--- src/verilog/ceim_pkg.sv ---
package ceim_pkg;
    localparam logic [7:0]  CEIM_OFS_STATUS = 8'h18;
    localparam logic [7:0]  CEIM_OFS_ENABLE = 8'h1C;
    localparam logic [31:0] CEIM_RST_STATUS = 32'h0000_0000;
    localparam logic [31:0] CEIM_RST_ENABLE = 32'h0000_0000;
    // Implemented event bits 19:16, 11:8, 4:0
    localparam logic [31:0] CEIM_EVT_MASK   = 32'h000F_0F1F;
    localparam int CEIM_BIT_FRAME_START     = 19;
    localparam int CEIM_BIT_LINE_END        = 18;
    localparam int CEIM_BIT_LINE_START      = 17;
    localparam int CEIM_BIT_FRAME_END       = 16;
    localparam int CEIM_BIT_PREAMBLE_ERR    = 11;
    localparam int CEIM_BIT_HEIGHT_ERR      = 10;
    localparam int CEIM_BIT_FALSE_SYNC      = 9;
    localparam int CEIM_BIT_SHIFTED_SYNC    = 8;
    localparam int CEIM_BIT_QUEUE_NONEMPTY  = 4;
    localparam int CEIM_BIT_QUEUE_FULL      = 3;
    localparam int CEIM_BIT_QUEUE_THRESHOLD = 2;
    localparam int CEIM_BIT_QUEUE_OVERFLOW  = 1;
    localparam int CEIM_BIT_QUEUE_UNDERFLOW = 0;
    localparam logic [31:0] CEIM_RDATA_UNMAPPED = 32'h0000_0000;
endpackage : ceim_pkg
--- src/verilog/ceim_irq_mask.sv ---
`timescale 1ns/1ns
`default_nettype none
module ceim_irq_mask (
    input  wire logic        clk,
    input  wire logic        rst,
    input  wire logic [7:0]  avs_address,
    input  wire logic        avs_read,
    input  wire logic        avs_write,
    input  wire logic [31:0] avs_writedata,
    input  wire logic [3:0]  avs_byteenable,
    output logic      [31:0] avs_readdata,
    output logic             avs_waitrequest,
    input  wire logic [31:0] event_pulse,
    output logic             irq
);
    import ceim_pkg::*;

    logic [31:0] enable_q;
    logic [31:0] status_q;
    logic [31:0] readdata_q;
    typedef enum logic [0:0] {
        CEIM_BUS_IDLE = 1'b0,
        CEIM_BUS_ACK  = 1'b1
    } ceim_bus_state_t;

    ceim_bus_state_t bus_state_q;
    ceim_bus_state_t bus_state_d;
    logic        bus_ack;
    logic        sel_status;
    logic        sel_enable;
    logic [31:0] gated;

    // Named enable bits
    logic        frame_start_int_allow;
    logic        line_end_int_allow;
    logic        line_start_int_allow;
    logic        frame_end_int_allow;
    logic        preamble_code_error_int_allow;
    logic        frame_height_error_int_allow;
    logic        false_sync_code_int_allow;
    logic        shifted_sync_code_int_allow;
    logic        queue_nonempty_int_allow;
    logic        queue_full_int_allow;
    logic        queue_threshold_int_allow;
    logic        queue_overflow_int_allow;
    logic        queue_underflow_int_allow;
    logic [31:0] be_mask;
    logic        wr_fire;
    logic        rd_fire;
    logic [31:0] status_d;

    // One wait cycle per access, then acknowledge
    assign avs_waitrequest = (avs_read | avs_write) & ~bus_ack;
    assign wr_fire         = avs_write & bus_ack;
    assign rd_fire         = avs_read & ~bus_ack;
    assign avs_readdata    = readdata_q;
    assign sel_status      = (avs_address == CEIM_OFS_STATUS);
    assign sel_enable      = (avs_address == CEIM_OFS_ENABLE);

    function automatic logic [31:0] lane_mask(input logic [3:0] be);
        lane_mask = {{8{be[3]}}, {8{be[2]}}, {8{be[1]}}, {8{be[0]}}};
    endfunction : lane_mask

    assign be_mask = lane_mask(avs_byteenable);

    always_comb begin
        bus_state_d = bus_state_q;
        case (bus_state_q)
            CEIM_BUS_IDLE: begin
                if (avs_read || avs_write) begin
                    bus_state_d = CEIM_BUS_ACK;
                end
            end
            CEIM_BUS_ACK: begin
                bus_state_d = CEIM_BUS_IDLE;
            end
            default: begin
                bus_state_d = CEIM_BUS_IDLE;
            end
        endcase
    end

    always_ff @(posedge clk) begin
        if (rst) begin
            bus_state_q <= CEIM_BUS_IDLE;
        end else begin
            bus_state_q <= bus_state_d;
        end
    end

    assign bus_ack = (bus_state_q == CEIM_BUS_ACK);

    always_ff @(posedge clk) begin
        if (rst) begin
            enable_q <= CEIM_RST_ENABLE;
        end else if (wr_fire && avs_address == CEIM_OFS_ENABLE) begin
            enable_q <= (enable_q & ~be_mask)
                      | (avs_writedata & be_mask & CEIM_EVT_MASK);
        end
    end

    always_comb begin
        status_d = status_q;
        if (wr_fire && avs_address == CEIM_OFS_STATUS) begin
            status_d = status_d & ~(avs_writedata & be_mask);
        end
        status_d = (status_d | event_pulse) & CEIM_EVT_MASK;
    end

    always_ff @(posedge clk) begin
        if (rst) begin
            status_q <= CEIM_RST_STATUS;
        end else begin
            status_q <= status_d;
        end
    end

    always_ff @(posedge clk) begin
        if (rst) begin
            readdata_q <= CEIM_RDATA_UNMAPPED;
        end else if (rd_fire) begin
            case (avs_address)
                CEIM_OFS_STATUS: readdata_q <= status_q;
                CEIM_OFS_ENABLE: readdata_q <= enable_q;
                default:         readdata_q <= CEIM_RDATA_UNMAPPED;
            endcase
        end
    end

    assign frame_start_int_allow         = enable_q[CEIM_BIT_FRAME_START];
    assign line_end_int_allow            = enable_q[CEIM_BIT_LINE_END];
    assign line_start_int_allow          = enable_q[CEIM_BIT_LINE_START];
    assign frame_end_int_allow           = enable_q[CEIM_BIT_FRAME_END];
    assign preamble_code_error_int_allow = enable_q[CEIM_BIT_PREAMBLE_ERR];
    assign frame_height_error_int_allow  = enable_q[CEIM_BIT_HEIGHT_ERR];
    assign false_sync_code_int_allow     = enable_q[CEIM_BIT_FALSE_SYNC];
    assign shifted_sync_code_int_allow   = enable_q[CEIM_BIT_SHIFTED_SYNC];
    assign queue_nonempty_int_allow      = enable_q[CEIM_BIT_QUEUE_NONEMPTY];
    assign queue_full_int_allow          = enable_q[CEIM_BIT_QUEUE_FULL];
    assign queue_threshold_int_allow     = enable_q[CEIM_BIT_QUEUE_THRESHOLD];
    assign queue_overflow_int_allow      = enable_q[CEIM_BIT_QUEUE_OVERFLOW];
    assign queue_underflow_int_allow     = enable_q[CEIM_BIT_QUEUE_UNDERFLOW];

    generate
        for (genvar b = 0; b < 32; b++) begin : g_gate
            if (CEIM_EVT_MASK[b]) begin : g_used
                assign gated[b] = status_q[b] & enable_q[b];

                a_bit_latch: assert property (@(posedge clk) disable iff (rst)
                    event_pulse[b] |=> status_q[b])
                    else $error("event bit not latched");

                a_bit_masked: assert property (@(posedge clk) disable iff (rst)
                    !enable_q[b] |-> !gated[b])
                    else $error("masked bit reached irq");
            end else begin : g_rsvd
                assign gated[b] = 1'b0;
            end
        end
    endgenerate

    assign irq = |gated;

    a_line_end_gate: assert property (@(posedge clk) disable iff (rst)
        (status_q[CEIM_BIT_LINE_END] && line_end_int_allow)
        |-> irq)
        else $error("line end not gated");

    a_line_start_gate: assert property (@(posedge clk) disable iff (rst)
        (status_q[CEIM_BIT_LINE_START] && line_start_int_allow)
        |-> irq)
        else $error("line start not gated");

    a_frame_end_gate: assert property (@(posedge clk) disable iff (rst)
        (status_q[CEIM_BIT_FRAME_END] && frame_end_int_allow)
        |-> irq)
        else $error("frame end not gated");

    a_preamble_gate: assert property (@(posedge clk) disable iff (rst)
        (status_q[CEIM_BIT_PREAMBLE_ERR] && preamble_code_error_int_allow)
        |-> irq)
        else $error("preamble error not gated");

    a_height_gate: assert property (@(posedge clk) disable iff (rst)
        (status_q[CEIM_BIT_HEIGHT_ERR] && frame_height_error_int_allow)
        |-> irq)
        else $error("height error not gated");

    a_false_sync_gate: assert property (@(posedge clk) disable iff (rst)
        (status_q[CEIM_BIT_FALSE_SYNC] && false_sync_code_int_allow)
        |-> irq)
        else $error("false sync not gated");

    a_shifted_sync_gate: assert property (@(posedge clk) disable iff (rst)
        (status_q[CEIM_BIT_SHIFTED_SYNC] && shifted_sync_code_int_allow)
        |-> irq)
        else $error("shifted sync not gated");

    a_nonempty_gate: assert property (@(posedge clk) disable iff (rst)
        (status_q[CEIM_BIT_QUEUE_NONEMPTY] && queue_nonempty_int_allow)
        |-> irq)
        else $error("queue nonempty not gated");

    a_full_gate: assert property (@(posedge clk) disable iff (rst)
        (status_q[CEIM_BIT_QUEUE_FULL] && queue_full_int_allow)
        |-> irq)
        else $error("queue full not gated");

    a_threshold_gate: assert property (@(posedge clk) disable iff (rst)
        (status_q[CEIM_BIT_QUEUE_THRESHOLD] && queue_threshold_int_allow)
        |-> irq)
        else $error("queue threshold not gated");

    a_overflow_gate: assert property (@(posedge clk) disable iff (rst)
        (status_q[CEIM_BIT_QUEUE_OVERFLOW] && queue_overflow_int_allow)
        |-> irq)
        else $error("queue overflow not gated");

    a_underflow_gate: assert property (@(posedge clk) disable iff (rst)
        (status_q[CEIM_BIT_QUEUE_UNDERFLOW] && queue_underflow_int_allow)
        |-> irq)
        else $error("queue underflow not gated");

    a_wait_first: assert property (@(posedge clk) disable iff (rst)
        ((avs_read || avs_write) && !bus_ack)
        |-> avs_waitrequest)
        else $error("first cycle not stalled");

    a_one_wait: assert property (@(posedge clk) disable iff (rst)
        ((avs_read || avs_write) && avs_waitrequest)
        |=> !avs_waitrequest)
        else $error("wait longer than one cycle");

    a_read_enable: assert property (@(posedge clk) disable iff (rst)
        (rd_fire && sel_enable)
        |=> avs_readdata == $past(enable_q))
        else $error("enable read wrong");

    a_read_status: assert property (@(posedge clk) disable iff (rst)
        (rd_fire && sel_status)
        |=> avs_readdata == $past(status_q))
        else $error("status read wrong");

    a_read_unmapped: assert property (@(posedge clk) disable iff (rst)
        (rd_fire && !sel_enable && !sel_status)
        |=> avs_readdata == CEIM_RDATA_UNMAPPED)
        else $error("unmapped read not zero");

    a_status_reset: assert property (@(posedge clk)
        $past(rst)
        |-> (status_q == CEIM_RST_STATUS) && !irq)
        else $error("status not clear after reset");

    a_lane_keep: assert property (@(posedge clk) disable iff (rst)
        (wr_fire && sel_enable && !avs_byteenable[2])
        |=> enable_q[23:16] == $past(enable_q[23:16]))
        else $error("unselected lane changed");

    a_all_masked: assert property (@(posedge clk) disable iff (rst)
        (enable_q == 32'h0000_0000)
        |-> !irq)
        else $error("irq with all masked");

    a_enable_reset: assert property (@(posedge clk)
        $past(rst) |-> enable_q == 32'h0)
        else $error("enable not zero after reset");

    a_frame_start_gate: assert property (@(posedge clk) disable iff (rst)
        (status_q[19] && enable_q[19]) |-> irq)
        else $error("frame start not gated");

    a_mask_blocks: assert property (@(posedge clk) disable iff (rst)
        ((status_q & enable_q) == 32'h0) |-> !irq)
        else $error("masked event raised irq");

    a_event_latches: assert property (@(posedge clk) disable iff (rst)
        event_pulse[0] |=> status_q[0])
        else $error("event not latched");

    a_w1c_clears: assert property (@(posedge clk) disable iff (rst)
        (wr_fire && avs_address == 8'h18 && avs_writedata[16] && avs_byteenable[2]
         && !event_pulse[16]) |=> !status_q[16])
        else $error("write one did not clear");

    a_w0_keeps: assert property (@(posedge clk) disable iff (rst)
        (status_q[8] && !(wr_fire && avs_address == 8'h18 && avs_writedata[8]))
        |=> status_q[8])
        else $error("status lost without clear");

    a_reserved_zero: assert property (@(posedge clk) disable iff (rst)
        (enable_q & ~32'h000F_0F1F) == 32'h0)
        else $error("reserved enable bit set");

    a_enable_write: assert property (@(posedge clk) disable iff (rst)
        (wr_fire && avs_address == 8'h1C && avs_byteenable == 4'hF)
        |=> enable_q == ($past(avs_writedata) & 32'h000F_0F1F))
        else $error("enable write lost");

    a_irq_follows: assert property (@(posedge clk) disable iff (rst)
        (status_q[3] && enable_q[3]) [*2] |-> irq)
        else $error("irq dropped while pending");

    c_irq_raised: cover property (@(posedge clk) disable iff (rst) $rose(irq));
    c_masked_latch: cover property (@(posedge clk) disable iff (rst)
        status_q[9] && !enable_q[9]);
    c_clear_race: cover property (@(posedge clk) disable iff (rst)
        wr_fire && avs_address == 8'h18 && |(avs_writedata & event_pulse));
    c_lane_enable: cover property (@(posedge clk) disable iff (rst)
        wr_fire && sel_enable && avs_byteenable != 4'hF);
    c_lane_status: cover property (@(posedge clk) disable iff (rst)
        wr_fire && sel_status && avs_byteenable != 4'hF);
endmodule : ceim_irq_mask
`default_nettype wire

--- config.mk ---
export PLATFORM = sky130hd
export DESIGN_NAME = ceim_irq_mask
export DESIGN_NICKNAME = d
export VERILOG_FILES = /design/src/verilog/ceim_pkg.sv /design/src/verilog/ceim_irq_mask.sv
export SDC_FILE = /design/constraint.sdc
export NUM_CORES = 1
export LEC_CHECK = 0
export BUFFER_PORTS_ARGS = -buffer_cell sky130_fd_sc_hd__buf_2
export CORE_UTILIZATION = 53
export DETAILED_ROUTE_END_ITERATION = 12
export PLACE_DENSITY = 0.85
export SYNTH_ARGS = -nofsm -noshare
export SYNTH_HDL_FRONTEND = slang
export SYNTH_SLANG_ARGS = --single-unit
--- constraint.sdc ---
create_clock -name clk -period 2.6 [get_ports clk]
set_input_delay 0.26 -clock clk [delete_from_list [all_inputs] [get_ports clk]]
set_output_delay 0.26 -clock clk [all_outputs]
set_load 0.03 [all_outputs]
Yosys cells after proc, flatten, opt, wreduce, memory -nomap -nowiden
Cells that the tools add are included.
{"block": "totals", "output_inout_bits": 34, "regBits": 78}
{"block": "op_classes", "n_reduce_logical": 4, "mux": 4, "eq_ne": 2, "bitwise": 25}
{"operator": "32-bit one-hot mux with 2 select lines", "n": 1}
{"operator": "20-bit bitwise AND", "n": 2}
{"operator": "32-bit bitwise AND", "n": 1}
{"operator": "32-bit NOT", "n": 1}
{"operator": "32-bit by 20-bit OR with 32-bit output", "n": 1}
{"operator": "20-bit two-way mux", "n": 1}
{"operator": "20-bit NOT", "n": 1}
{"operator": "20-bit OR", "n": 1}
{"operator": "1-bit bitwise AND", "n": 16}
{"operator": "8-bit by 5-bit equality test with 1-bit output, second input constant", "n": 2}
{"operator": "13-bit OR reduction", "n": 1}
{"operator": "1-bit logical AND", "n": 2}
{"operator": "1-bit one-hot mux with 2 select lines", "n": 1}
{"operator": "1-bit logical OR", "n": 1}
{"operator": "1-bit two-way mux", "n": 1}
{"operator": "1-bit NOT", "n": 1}
{"operator": "1-bit OR", "n": 1}

Depth between registers and ports, before layout
{"block": "depth", "word_depth": 5, "ltp_mapped": 6, "depth_no_buf": 3}

Least setup slack after synthesis
Ideal clock, no wire load.
{"block": "synth_path", "kind": "input -> register", "from": "input avs_address[1]", "to": "register readdata_q[10], in the netlist avs_readdata[10]", "n_path_buf": 2, "arrival_ps": 1480, "stages": 5, "setup_slack_ps": 1052, "path_cell_list": "or3_1 -> buf_2 -> or4_4 -> buf_6 -> o2bb2ai_2"}
{"block": "synth_via", "elab_chain_cells": 2, "word_cells_on_any_way": 3}
{"element": "start, declared", "line": "ceim_irq_mask.sv:6", "source": "input wire logic [7:0] avs_address,"}
{"element": "8-bit by 5-bit equality test with 1-bit output", "line": "ceim_irq_mask.sv:122", "source": "case (avs_address)"}
{"element": "32-bit one-hot mux with 2 select lines (*)", "line": "ceim_irq_mask.sv:122"}
{"element": "end signal, assigned", "line": "ceim_irq_mask.sv:123", "source": "CEIM_OFS_STATUS: readdata_q <= status_q;"}
{"element": "end signal, assigned", "line": "ceim_irq_mask.sv:124", "source": "CEIM_OFS_ENABLE: readdata_q <= enable_q;"}
{"element": "end, declared", "line": "ceim_irq_mask.sv:20", "source": "logic [31:0] readdata_q;"}
Every way passes the cells marked *; elsewhere a longest branch is shown, timed or not.
A chain may end at the register's enable or synchronous reset.

Final worst setup path
{"block": "layout_path", "from": "register status_q[1]", "to": "output irq"}
{"block": "layout_via", "elab_chain_cells": 2}
{"element": "start, declared", "line": "ceim_irq_mask.sv:19", "source": "logic [31:0] status_q;"}
{"element": "start signal, assigned", "line": "ceim_irq_mask.sv:114", "source": "status_q <= status_d;"}
{"element": "1-bit bitwise AND", "line": "ceim_irq_mask.sv:147", "source": "assign gated[b] = status_q[b] & enable_q[b];"}
{"element": "13-bit OR reduction", "line": "ceim_irq_mask.sv:162", "source": "assign irq = |gated;"}
{"element": "end, declared", "line": "ceim_irq_mask.sv:14", "source": "output logic irq"}
Every way passes these cells.

==> run metrics <==
number of global-route vias before repair 2477; Setup Fix Bufs, Post-CTS 0; Post-synth EDFFs 0; DRT met1 WL 3.07 mm; CTS resizes 0; Die Y-Extent 78.8 µm; Critical Path Start Type register; gpl congestion 0.797; syn_nets 396; DR top layer met4; Hold Crit Depth 2; hold buffers post-CTS 0; Seq/Total Area, Yosys 50.0%; CP Cell Sequence a22o_1, a221oi_1, nand3_1, buf_2; f_max 577 MHz; clk_lat worst skew 340 ps; Die ar. 6200 µm²; WL met2 3.43 mm; initial antenna violation count 0; Worst VDD drop 0.000422 V; vias per cell 5.72; Rows 27; FF-to-FF Start bus_ack$_SDFF_PP0_; r2r worst-path depth 3; fraction of layout cells with a size suffix above 1 28.0%; GRT Total Usage 23.6%; number of CTS-inserted buffers 9; CTS tree built; setup TNS 0 ps; vias post-DR 2636; endpoint class of the critical path primary output; WHS Endpoint status_q[10]$_SDFF_PP0_; Worst Min Path Start avs_writedata[10]; Clock Sinks 78; worst-margin pin slew 706 ps; ANT cells 0; WL/cell 15.3 µm; first drt pass iteration count 4; Routed Antenna Nets 0; post-DP HPWL 4.96 mm; CTS root buf clkbuf_8; max_slew headroom 53.0%; Initial Util 55.7%; buffer and inverter count on the worst path 1; Area Growth Syn to Fin 19.2%; # port buffers 75; Max Cap Viol 0; setup violators final 0; slowest CP cell dfxtp_1; length of routed met3 wiring 388 µm; Max Slew Vio Count 0; Period Utilization, post-route 66.6%; Layout Nets 465; Mapped Area 3120 µm²; Top Ports 114; Remaining DRCs 0; Static Leakage 1.53 nW; status complete, no violations; Top FF cell, synth dfxtp_1; worst min-delay path class input pin to register; post-synthesis cell type count 35; RSZ-0062 raised after global routing false; Core Area 5610 µm²; minimum clock period 1730 ps; # fillers 476; Initial DRC Count 159; Die Span X 78.8 µm; Clk pin slew, worst setup/hold paths 80 ps; #FFs+latches synth 78; CP delay by family, top compound AO/OA/AOI/OAI gates; Placement Cell Area 3550 µm²; worst clock skew 7.22 ps; Avg Inst Size Synth 9.88 µm²; Fin. Hold Viols 0; Synth warnings 0; power per standard cell area 581 nW/µm²; H-tree levels 3; Critical Path AT 1470 ps; GRT Residual Overflow 0; required time worst endpoint 2340 ps; r2r setup slk 1040 ps; highest net fanout along the worst path 3; largest net degree at the start of global routing 41; crit-path max cell delay 330 ps; first-pass GRT wire length 11.4 mm; Crit Path Class register to primary output; post-synthesis async set-or-reset flop share 0%; clock buffer depth 2; area of all placed cells without fillers 3720 µm²; Post-Synthesis Cells 316; Post-Route WL 7.03 mm; crit path from status_q[1]$_SDFF_PP0_
==> worst reg2reg max path, cell delays in order (launching register included) <==
cell and delay, ps:
dfxtp_1 500, and2_1 210, and4_1 510, mux2i_1 270
==> layout make-up <==
class	count	area (µm²)	share of cell area [%]
flip-flops and latches	78	1560	42.0
repair buffers	83	435	11.7
clock inverters	3	21.3	0.572
well taps	72	90.1	2.42
inverters	13	48.8	1.31
clock buffers	12	145	3.90
multi-input cells	200	1420	38.1
==> layer usage <==
layer	vias to the layer above	GRT usage [%]
li1	1280	-
met1	1268	30.7
met2	74	37.5
met3	14	4.71
met4	0	11.5
met5	-	0
==> where the power goes <==
group          total [mW]  internal (mW)  switching (mW)
registers            1.22           1.21          0.0152
clock network       0.776          0.368           0.408
logic               0.160         0.0634          0.0966
==> cells by family after synthesis <==
group           after synthesis  synth area share (%)
compound gates               61                  16.0
mux                          22                  7.05
flops                        78                  50.0
buf+inv                      38                  5.05
simple gates                117                  21.9
==> synthesized netlist by cell type (3+ instances only) <==
master | n | area [µm²]
buf_1 | 3 | 11.3
dfxtp_1 | 78 | 1560
and4_1 | 3 | 26.3
clkbuf_1 | 15 | 56.3
buf_2 | 6 | 30.0
nand4b_1 | 3 | 26.3
inv_1 | 13 | 48.8
and2_1 | 13 | 81.3
a311oi_1 | 13 | 114
nand2b_1 | 19 | 119
a21oi_1 | 23 | 115
nand2_1 | 19 | 71.3
nand4_1 | 24 | 150
mux2i_1 | 22 | 220
nor2_1 | 16 | 60.1
a22oi_1 | 3 | 22.5
o31ai_1 | 4 | 30.0
o2bb2ai_1 | 3 | 26.3
nor3_1 | 5 | 25.0
o2bb2ai_2 | 10 | 150
nor3b_1 | 7 | 52.6
==> cell usage in the layout (no fill, tap or decap), types with 10 or more instances in the layout <==
master     Yosys  layout
a21oi_1       23      23
nand2_1       19      19
clkbuf_8       0      10
nor2_1        16      16
nand4_1       24      24
dfxtp_1       78      78
inv_1         13      13
mux2i_1       22      22
a311oi_1      13      13
buf_2          6      75
and2_1        13      13
o2bb2ai_2     10      10
nand2b_1      19      19
==> worst max-delay path by stage <==
stage,cells after the start,endpoint,slack (ps)
final,4,irq,870
after global routing,4,irq,770
after CTS,4,irq,850
after detailed placement,4,register,710
after global placement,4,register,770
after floorplan,5,avs_readdata[10]$_SDFFE_PP0P_,1050
==> metrics by stage <==
stage	worst slack (ps)	hold WS [ps]	util (%)	cells	power [mW]
after global placement	772	437	63.4	446	1.41
after detailed placement	712	443	63.4	446	1.41
after CTS	849	118	66.4	461	2.17
final	868	124	66.4	461	2.16
after floorplan	1050	369	-	316	1.34
after global routing	772	122	66.4	461	2.24
No activity file was read; power rests on OpenSTA's default activity.
